### src/cmd_frame_consts.svh
/*
 * Constants of the payload command frame sender: sync bytes, frame size
 * limits and bit timing. Assumes inclusion by bare name from design files.
 */
// How it works
// - An idle pattern always precedes each command message on the link.
// - A message holds at most 128 eight-bit bytes, sync bytes included.
// - Bytes zero to two carry sync hex AA, A3, 12 in order.
// - Command bytes run from three to N; N odd, 5 to 127.
// - Idle is alternating ones and zeros at the command bit rate.
// - Idle ends on a zero before data; restarts with a one after.
// - Bytes of one message follow back to back, no idle between.
// - Data goes most significant bit and syllable first.
`ifndef CMD_FRAME_CONSTS_SVH
`define CMD_FRAME_CONSTS_SVH

// ****************************************************************
// Frame layout
// ****************************************************************
`define SYNC_BYTE0 8'hAA
`define SYNC_BYTE1 8'hA3
`define SYNC_BYTE2 8'h12
`define SYNC_LEN 7'h03
`define MAX_BYTES 8'h80
`define MIN_LAST_IDX 7'h05
`define MAX_LAST_IDX 7'h7F
`define PAYLOAD_DEPTH 128

// ****************************************************************
// Timing
// ****************************************************************
`define CLK_FREQ_HZ 250000000
`define BIT_RATE_BPS 2000
`define BIT_CYCLES_DFLT (`CLK_FREQ_HZ / `BIT_RATE_BPS)

`endif

### src/cmd_frame_pkg.sv
/*
 * Types shared by the frame sender and its payload buffer.
 * Assumes no other package.
 */
package cmd_frame_pkg;

  // Sender states
  typedef enum logic [0:0] {
    ST_IDLE = 1'b0,
    ST_SEND = 1'b1
  } tx_state_t;

  // One payload byte write into the buffer
  typedef struct packed {
    logic en;
    logic [6:0] addr;
    logic [7:0] data;
  } byte_wr_t;

endpackage

### src/payload_command_frame_sender.sv
/*
 * Payload command frame sender: holds the command bytes of one message,
 * sends idle bits, then sync and command bytes serially, MSB first.
 * Assumes the loader writes bytes while not busy, and one clock domain.
 */
`timescale 1ns/1ps
`include "cmd_frame_consts.svh"
module payload_command_frame_sender
  import cmd_frame_pkg::*;
#(
  parameter int BIT_CYCLES = `BIT_CYCLES_DFLT
) (
  // Clock and reset
  input wire logic clk_sys,
  input wire logic nrst,
  // Payload byte loading, index 0 is message byte 3
  input wire byte_wr_t loadReq,
  output logic loadRdy,
  // Message start, lastIdx is the index N of the last byte
  input wire logic start,
  input wire logic [6:0] lastIdx,
  output logic busy,
  output logic rejectPulse_r,
  output logic donePulse_r,
  // Serial command line
  output logic txBit_r
);

  // ****************************************************************
  // State
  // ****************************************************************
  tx_state_t state_r;
  logic pend_r;
  logic [31:0] bitCnt_r;
  logic tick;
  logic [7:0] shift_r;
  logic [2:0] bitIdx_r;
  logic [6:0] byteIdx_r;
  logic [6:0] lastIdx_r;
  logic [7:0] rdData;
  logic [6:0] rdAddr;
  logic startOk;
  logic startTake;
  logic frameGo;
  logic byteEnd;
  logic [7:0] nextByte;
  logic [7:0] firstByte;
  byte_wr_t wrGated;

  // Picks the byte at a message position
  function automatic logic [7:0] byte_at(input logic [6:0] idx, input logic [7:0] ram);
    unique case (idx)
      7'h00: byte_at = `SYNC_BYTE0;
      7'h01: byte_at = `SYNC_BYTE1;
      7'h02: byte_at = `SYNC_BYTE2;
      default: byte_at = ram;
    endcase
  endfunction

  // Length check: odd last index inside the allowed span
  function automatic logic len_ok(input logic [6:0] n);
    len_ok = n[0] && (n >= `MIN_LAST_IDX) && (n <= `MAX_LAST_IDX);
  endfunction

  // ****************************************************************
  // Handshake and decode
  // ****************************************************************
  assign busy = pend_r || (state_r == ST_SEND);
  assign loadRdy = !busy;
  assign startTake = start && !busy;
  assign startOk = len_ok(lastIdx);
  assign frameGo = tick && (state_r == ST_IDLE) && pend_r && !txBit_r;
  assign byteEnd = tick && (state_r == ST_SEND) && (bitIdx_r == 3'h0);
  assign nextByte = byte_at(7'(byteIdx_r + 7'h01), rdData);
  // First sync byte, held in a net so that its bits can be selected
  assign firstByte = byte_at(7'h00, rdData);
  // Buffer is read one byte ahead so the data waits in its register
  assign rdAddr = 7'(byteIdx_r - 7'h02);

  // Writes are dropped while a message is queued or in flight
  always_comb begin
    wrGated = loadReq;
    wrGated.en = loadReq.en && !busy;
  end

  payload_byte_ram #(
    .DEPTH(`PAYLOAD_DEPTH),
    .AW(7)
  ) u_ram (
    .clk_sys(clk_sys),
    .nrst(nrst),
    .wrReq(wrGated),
    .rdAddr(rdAddr),
    .rdData_r(rdData)
  );

  // ****************************************************************
  // Bit timing
  // ****************************************************************
  // Bit period counter; tick marks each bit boundary
  always_ff @(posedge clk_sys) begin
    if (!nrst || tick) begin
      bitCnt_r <= 32'h0000_0000;
    end else begin
      bitCnt_r <= bitCnt_r + 32'h0000_0001;
    end
  end
  assign tick = (bitCnt_r == 32'(BIT_CYCLES - 1));

  // ****************************************************************
  // Request capture
  // ****************************************************************
  // Valid starts queue a message; bad lengths pulse a reject
  always_ff @(posedge clk_sys) begin
    if (!nrst) begin
      pend_r <= 1'b0;
      lastIdx_r <= 7'h00;
      rejectPulse_r <= 1'b0;
    end else begin
      rejectPulse_r <= startTake && !startOk;
      if (startTake && startOk) begin
        pend_r <= 1'b1;
        lastIdx_r <= lastIdx;
      end else if (frameGo) begin
        pend_r <= 1'b0;
      end
    end
  end

  // ****************************************************************
  // Serialiser
  // ****************************************************************
  // Idle toggling, frame entry on a zero, back-to-back bytes MSB first
  always_ff @(posedge clk_sys) begin
    if (!nrst) begin
      state_r <= ST_IDLE;
      txBit_r <= 1'b1;
      shift_r <= 8'h00;
      bitIdx_r <= 3'h0;
      byteIdx_r <= 7'h00;
      donePulse_r <= 1'b0;
    end else begin
      donePulse_r <= 1'b0;
      if (tick) begin
        unique case (state_r)
          ST_IDLE: begin
            if (frameGo) begin
              state_r <= ST_SEND;
              txBit_r <= firstByte[7];
              shift_r <= {firstByte[6:0], 1'b0};
              bitIdx_r <= 3'h1;
              byteIdx_r <= 7'h00;
            end else begin
              txBit_r <= !txBit_r;
            end
          end
          ST_SEND: begin
            if (bitIdx_r != 3'h0) begin
              txBit_r <= shift_r[7];
              shift_r <= {shift_r[6:0], 1'b0};
              bitIdx_r <= 3'(bitIdx_r + 3'h1);
            end else if (byteIdx_r == lastIdx_r) begin
              state_r <= ST_IDLE;
              txBit_r <= 1'b1;
              donePulse_r <= 1'b1;
            end else begin
              byteIdx_r <= 7'(byteIdx_r + 7'h01);
              txBit_r <= nextByte[7];
              shift_r <= {nextByte[6:0], 1'b0};
              bitIdx_r <= 3'h1;
            end
          end
        endcase
      end
    end
  end

  // ****************************************************************
  // Assertions
  // ****************************************************************
  property p_idleToggle;
    @(posedge clk_sys) disable iff (!nrst)
    (tick && state_r == ST_IDLE && !frameGo) |=> (txBit_r != $past(txBit_r));
  endproperty
  a_idleToggle: assert property (p_idleToggle) else $error("idle bit did not toggle");

  property p_idleEndsZero;
    @(posedge clk_sys) disable iff (!nrst)
    $rose(state_r == ST_SEND) |-> ($past(txBit_r) == 1'b0);
  endproperty
  a_idleEndsZero: assert property (p_idleEndsZero) else $error("frame began after a one");

  property p_queuedFirst;
    @(posedge clk_sys) disable iff (!nrst)
    $rose(state_r == ST_SEND) |-> $past(pend_r);
  endproperty
  a_queuedFirst: assert property (p_queuedFirst) else $error("frame without request");

  property p_syncFirstBits;
    @(posedge clk_sys) disable iff (!nrst)
    $rose(state_r == ST_SEND) |-> txBit_r ##1 (!tick)[*1] ##0 (shift_r == 8'h54);
  endproperty
  a_syncFirstBits: assert property (p_syncFirstBits) else $error("sync byte wrong");

  property p_idleRestartsOne;
    @(posedge clk_sys) disable iff (!nrst)
    $fell(state_r == ST_SEND) |-> (txBit_r && donePulse_r);
  endproperty
  a_idleRestartsOne: assert property (p_idleRestartsOne) else $error("idle restart not one");

  property p_lengthBound;
    @(posedge clk_sys) disable iff (!nrst)
    (state_r == ST_SEND) |-> (byteIdx_r <= lastIdx_r && lastIdx_r[0] && lastIdx_r >= `MIN_LAST_IDX);
  endproperty
  a_lengthBound: assert property (p_lengthBound) else $error("length out of bounds");

  property p_rejectBad;
    @(posedge clk_sys) disable iff (!nrst)
    (startTake && !lastIdx[0]) |=> (rejectPulse_r && !pend_r);
  endproperty
  a_rejectBad: assert property (p_rejectBad) else $error("even last index accepted");

  property p_backToBack;
    @(posedge clk_sys) disable iff (!nrst)
    (byteEnd && byteIdx_r != lastIdx_r) |=> (state_r == ST_SEND && bitIdx_r == 3'h1);
  endproperty
  a_backToBack: assert property (p_backToBack) else $error("gap between bytes");

  property p_msbFirst;
    @(posedge clk_sys) disable iff (!nrst)
    (tick && state_r == ST_SEND && bitIdx_r != 3'h0) |=> (txBit_r == $past(shift_r[7]));
  endproperty
  a_msbFirst: assert property (p_msbFirst) else $error("bit order wrong");

  c_frameDone: cover property (@(posedge clk_sys) disable iff (!nrst) donePulse_r);
  c_reject: cover property (@(posedge clk_sys) disable iff (!nrst) rejectPulse_r);
  c_byteStep: cover property (@(posedge clk_sys) disable iff (!nrst)
    byteEnd && byteIdx_r == 7'h03);

endmodule

### src/payload_byte_ram.sv
/*
 * Payload byte buffer: one write port, one read port with registered data.
 * Assumes a single clock and a synchronous active-low reset.
 */
`timescale 1ns/1ps
module payload_byte_ram
  import cmd_frame_pkg::*;
#(
  parameter int DEPTH = 128,
  parameter int AW = 7
) (
  // Clock and reset
  input wire logic clk_sys,
  input wire logic nrst,
  // Write side
  input wire byte_wr_t wrReq,
  // Read side
  input wire logic [AW-1:0] rdAddr,
  output logic [7:0] rdData_r
);

  logic [7:0] mem [DEPTH];

  // Storage write
  always_ff @(posedge clk_sys) begin
    if (wrReq.en) begin
      mem[wrReq.addr[AW-1:0]] <= wrReq.data;
    end
  end

  // Registered read
  always_ff @(posedge clk_sys) begin
    if (!nrst) begin
      rdData_r <= 8'h00;
    end else begin
      rdData_r <= mem[rdAddr];
    end
  end

endmodule

### config.mk
export PLATFORM = sky130hd
export DESIGN_NAME = payload_command_frame_sender
export DESIGN_NICKNAME = d
export VERILOG_FILES = /design/src/cmd_frame_pkg.sv /design/src/payload_command_frame_sender.sv /design/src/payload_byte_ram.sv
export VERILOG_INCLUDE_DIRS = /design/src
export SDC_FILE = /design/constraint.sdc
export NUM_CORES = 1
export LEC_CHECK = 0
export BUFFER_PORTS_ARGS = -buffer_cell sky130_fd_sc_hd__buf_2
export CAP_MARGIN = 20
export CORE_ASPECT_RATIO = 1.2
export CORE_MARGIN = 5
export CORE_UTILIZATION = 63
export DETAILED_ROUTE_END_ITERATION = 12
export PLACE_DENSITY_LB_ADDON = 0.3
export SETUP_SLACK_MARGIN = 0.1
export SLEW_MARGIN = 5
export SYNTH_ARGS = -nofsm -noshare
export SYNTH_HDL_FRONTEND = slang
export SYNTH_SLANG_ARGS = --single-unit
### constraint.sdc
create_clock -name clk_sys -period 3.5 [get_ports clk_sys]
set_input_delay 0.7 -clock clk_sys [delete_from_list [all_inputs] [get_ports clk_sys]]
set_output_delay 0.7 -clock clk_sys [all_outputs]
set_load 0.01 [all_outputs]
==> impl_metrics.toml <==
[global_routing]
grt_pass1_wl_um = 156000
grt_use_total_pct = 28.7
grt_pass1_vias = 23700
antenna_found_initial = 5
overflow = 0
grt_max_degree = 146

[cells_and_area]
syn_to_final_growth_pct = 12.6
postLayoutCoreUtil_pct = 71.2
drive_gt1_share_pct = 22.9
nets = 2522
stdcell_area_um2 = 48400

[sta]
finalSetupViolations = 0
slew_viol_final = 0
slew_headroom_pct = 32.7
rsz0062_at_grt = "false"
period_needed_ns = 3.26
worst_pin_slew_ns = 1.01
clock.fmax_mhz = 306
post-route-worst-setup-slack_ns = 0.235
hold_violations = 0
tns_ns = 0
finalCritPeriodShare_pct = 93.3
skew_ns = 0.0181
holdWs_ns = 0.287

[min_path]
hp-start = "start"
holdPathStages = 3
holdCritPathClass = "in2reg"
hold_path_end = "rejectPulse_r"

[pwr]
p_comb_share_pct = 1.7
powerDensity_nw_per_um2 = 531
leakagePower_nw = 15.2
ir_drop_mv = 0.456
intPower_mw = 20.7
p_clk_share_pct = 42.7
p_switching_mw = 5.04
seqPwrFrac_pct = 55.6
switching_share_pct = 19.6

[setup_path]
reg2reg_slack_ns = 0.24
crit_chain = "nor2_1 -> and2_0 -> nand4_1 -> buf_4 -> nor2_1"
crit_path_frequent_cell = "nor2_1"
crit_path_top_delay_cell = "nor2_1"
critPathKind = "reg2reg"
crit-reg2reg-capture = "u_ram.mem[7][2]"
startpoint = "state_r"
rr_startpoint = "state_r"
start_kind = "flop"
critPathRequiredTime_ns = 3.78
cp-end-kind = "flop"
path_max_fanout = 13
slowest_delay_ns = 0.72
reg2regPathDepth = 5
arrival_ns = 3.54

[clocking]
clockBufferDepth = 3
cts_tree = "yes"
post_cts_buffers = 0
cts-htree-levels = 3
root_buffer = "clkbuf_16"
hold_buffers = 0
cts_repair_resize_count = 0
cts_made_buffers = 101
clk_latency_ns = 0.66
clk_pin_slew_ns = 0.06
cts.sinks = 1093

[floorplanning]
start_util_pct = 63.2
die_h_um = 296
num_rows = 105
dieArea_um2 = 73600
die_x_um = 249
core_um2 = 68100
ios = 31

[synth]
avgSynthCellArea_um2 = 18.4
synth_cell_types = 67
ys_warn_count = 0
synth_nets = 2367
syn_inst = 2332
ys_seq_area_share_pct = 74.7
ys_seq_elements = 1093
async_flop_share_pct = 0
syn-cell-area_um2 = 43000
synth_edf_count = 1024
synth_flop_cell = "edfxtp_1"

[routing]
wl_um = 105000
dr.pass1.iters = 6
routedWlPerCell_um = 30.3
drcViolationCount = 0
drtAntennaViolNets = 0
drt_iter0_drc = 3215
vias = 23700
viasPerCell = 6.81

[outcome]
outcome = "finished, final reports clean"

[place]
dpl.hpwl_um = 66400
dpl_cell_area_um2 = 45200
gp_congestion = 0.991
place_ws_ns = 0.448
io_buffers = 30

[job]
max-cap-violations = 0
-- power by group through the flow --
stage | clock network, mW | logic, mW | registers, mW
2_1_floorplan | 0 | 0.0985 | 14.6
3_3_place_gp | 0 | 0.408 | 14.6
3_5_place_dp | 0 | 0.427 | 14.6
4_1_cts | 11.1 | 0.427 | 14.3
5_1_grt | 11.7 | 0.457 | 14.3
6_report | 11.0 | 0.434 | 14.3
-- flip-flops by register name, indices dropped and copies added (netlist names) --
register / count
bitCnt_r: 32
bitIdx_r: 3
byteIdx_r: 7
donePulse_r: 1
lastIdx_r: 7
pend_r: 1
rejectPulse_r: 1
shift_r: 7
state_r: 1
txBit_r: 1
u_ram.mem: 1024
u_ram.rdData_r: 8
-- per-layer routing --
layer,track usage [%],vias up,part of all wire (%)
met2,46.5,1538,49
met1,37.7,12200,35
met4,13.3,6,5.3
li1,-,9643,-
met3,7.04,325,11
met5,0,-,0.037
-- worst max-delay path, delay by kind of cell (launching register included) --
kind	cells	cell delay (ns)
buffers and inverters	1	0.32
AND/OR/NAND/NOR	4	2.08
flip-flops	1	0.45
-- placed cells by master (no fill, tap or decap), drive strengths merged, types with 27 or more instances in the layout --
cell,n
buf,180
mux4,240
nor2,184
edfxtp,1024
clkinv,32
dfxtp,69
mux2i,64
clkbuf,130
nand3,93
nand2,228
nand4,27
-- how the worst max path moves through the flow --
stage,endpoint,slack [ns],cells past startpoint
4_1_cts,u_ram.mem[22][0],0.41,5
3_5_place_dp,u_ram.mem[22][7],0.45,5
5_1_grt,u_ram.mem[23][0],0.15,5
2_1_floorplan,u_ram.mem[106][0],0.58,5
3_3_place_gp,u_ram.mem[14][0],0.56,5
6_report,u_ram.mem[7][2],0.24,5
-- metrics by stage --
| stage | power [mW] | cells |
|---|---|---|
| 2_1_floorplan | 14.7 | 2332 |
| 3_3_place_gp | 15.0 | 3293 |
| 3_5_place_dp | 15.0 | 3293 |
| 4_1_cts | 25.8 | 3474 |
| 5_1_grt | 26.5 | 3474 |
| 6_report | 25.7 | 3475 |
-- cell families (layout without fill, tap and decap cells) --
logic type	Yosys count	in the layout	synth area share (%)
adder cells (fa/ha/maj)	9	9	0.262
AO/OA/AOI/OAI	136	136	2.32
buffers and inverters	142	375	1.44
XOR/XNOR	41	41	0.835
other	0	1	0
AND/OR/NAND/NOR	606	606	6.37
multiplexers	305	305	14.1
flip-flops	1093	1093	74.7
-- synth_stat cells, drive strengths merged, types with 8 or more instances --
| cell | number | area [um^2] |
|---|---|---|
| o211ai | 13 | 97.6 |
| a21oi | 20 | 111 |
| nor2 | 184 | 691 |
| buf | 55 | 277 |
| xnor2 | 23 | 201 |
| o21ai | 10 | 50.0 |
| o22ai | 13 | 81.3 |
| nand4 | 27 | 169 |
| mux2i | 64 | 641 |
| ha | 9 | 113 |
| o2111ai | 8 | 70.1 |
| clkbuf | 72 | 280 |
| nand2 | 228 | 856 |
| inv | 14 | 52.6 |
| a31oi | 15 | 93.8 |
| nor2b | 10 | 62.6 |
| nand3 | 93 | 465 |
| o221ai | 16 | 140 |
| mux4 | 240 | 5410 |
| xor2 | 18 | 158 |
| edfxtp | 1024 | 30700 |
| a32oi | 25 | 219 |
| dfxtp | 69 | 1380 |
| and3 | 8 | 50.1 |
-- layout make-up --
| class | count | area [um^2] |
|---|---|---|
| Antenna cell | 1 | 2.50 |
| Inverter | 14 | 52.6 |
| Multi-Input combinational cell | 1097 | 10300 |
| Clock inverter | 51 | 558 |
| Tap cell | 909 | 1140 |
| Clock buffer | 130 | 2730 |
| Timing Repair Buffer | 180 | 1520 |
| Sequential cell | 1093 | 32100 |
| Fill cell | 4079 | 19600 |
Power figures use the tool's default switching activity.
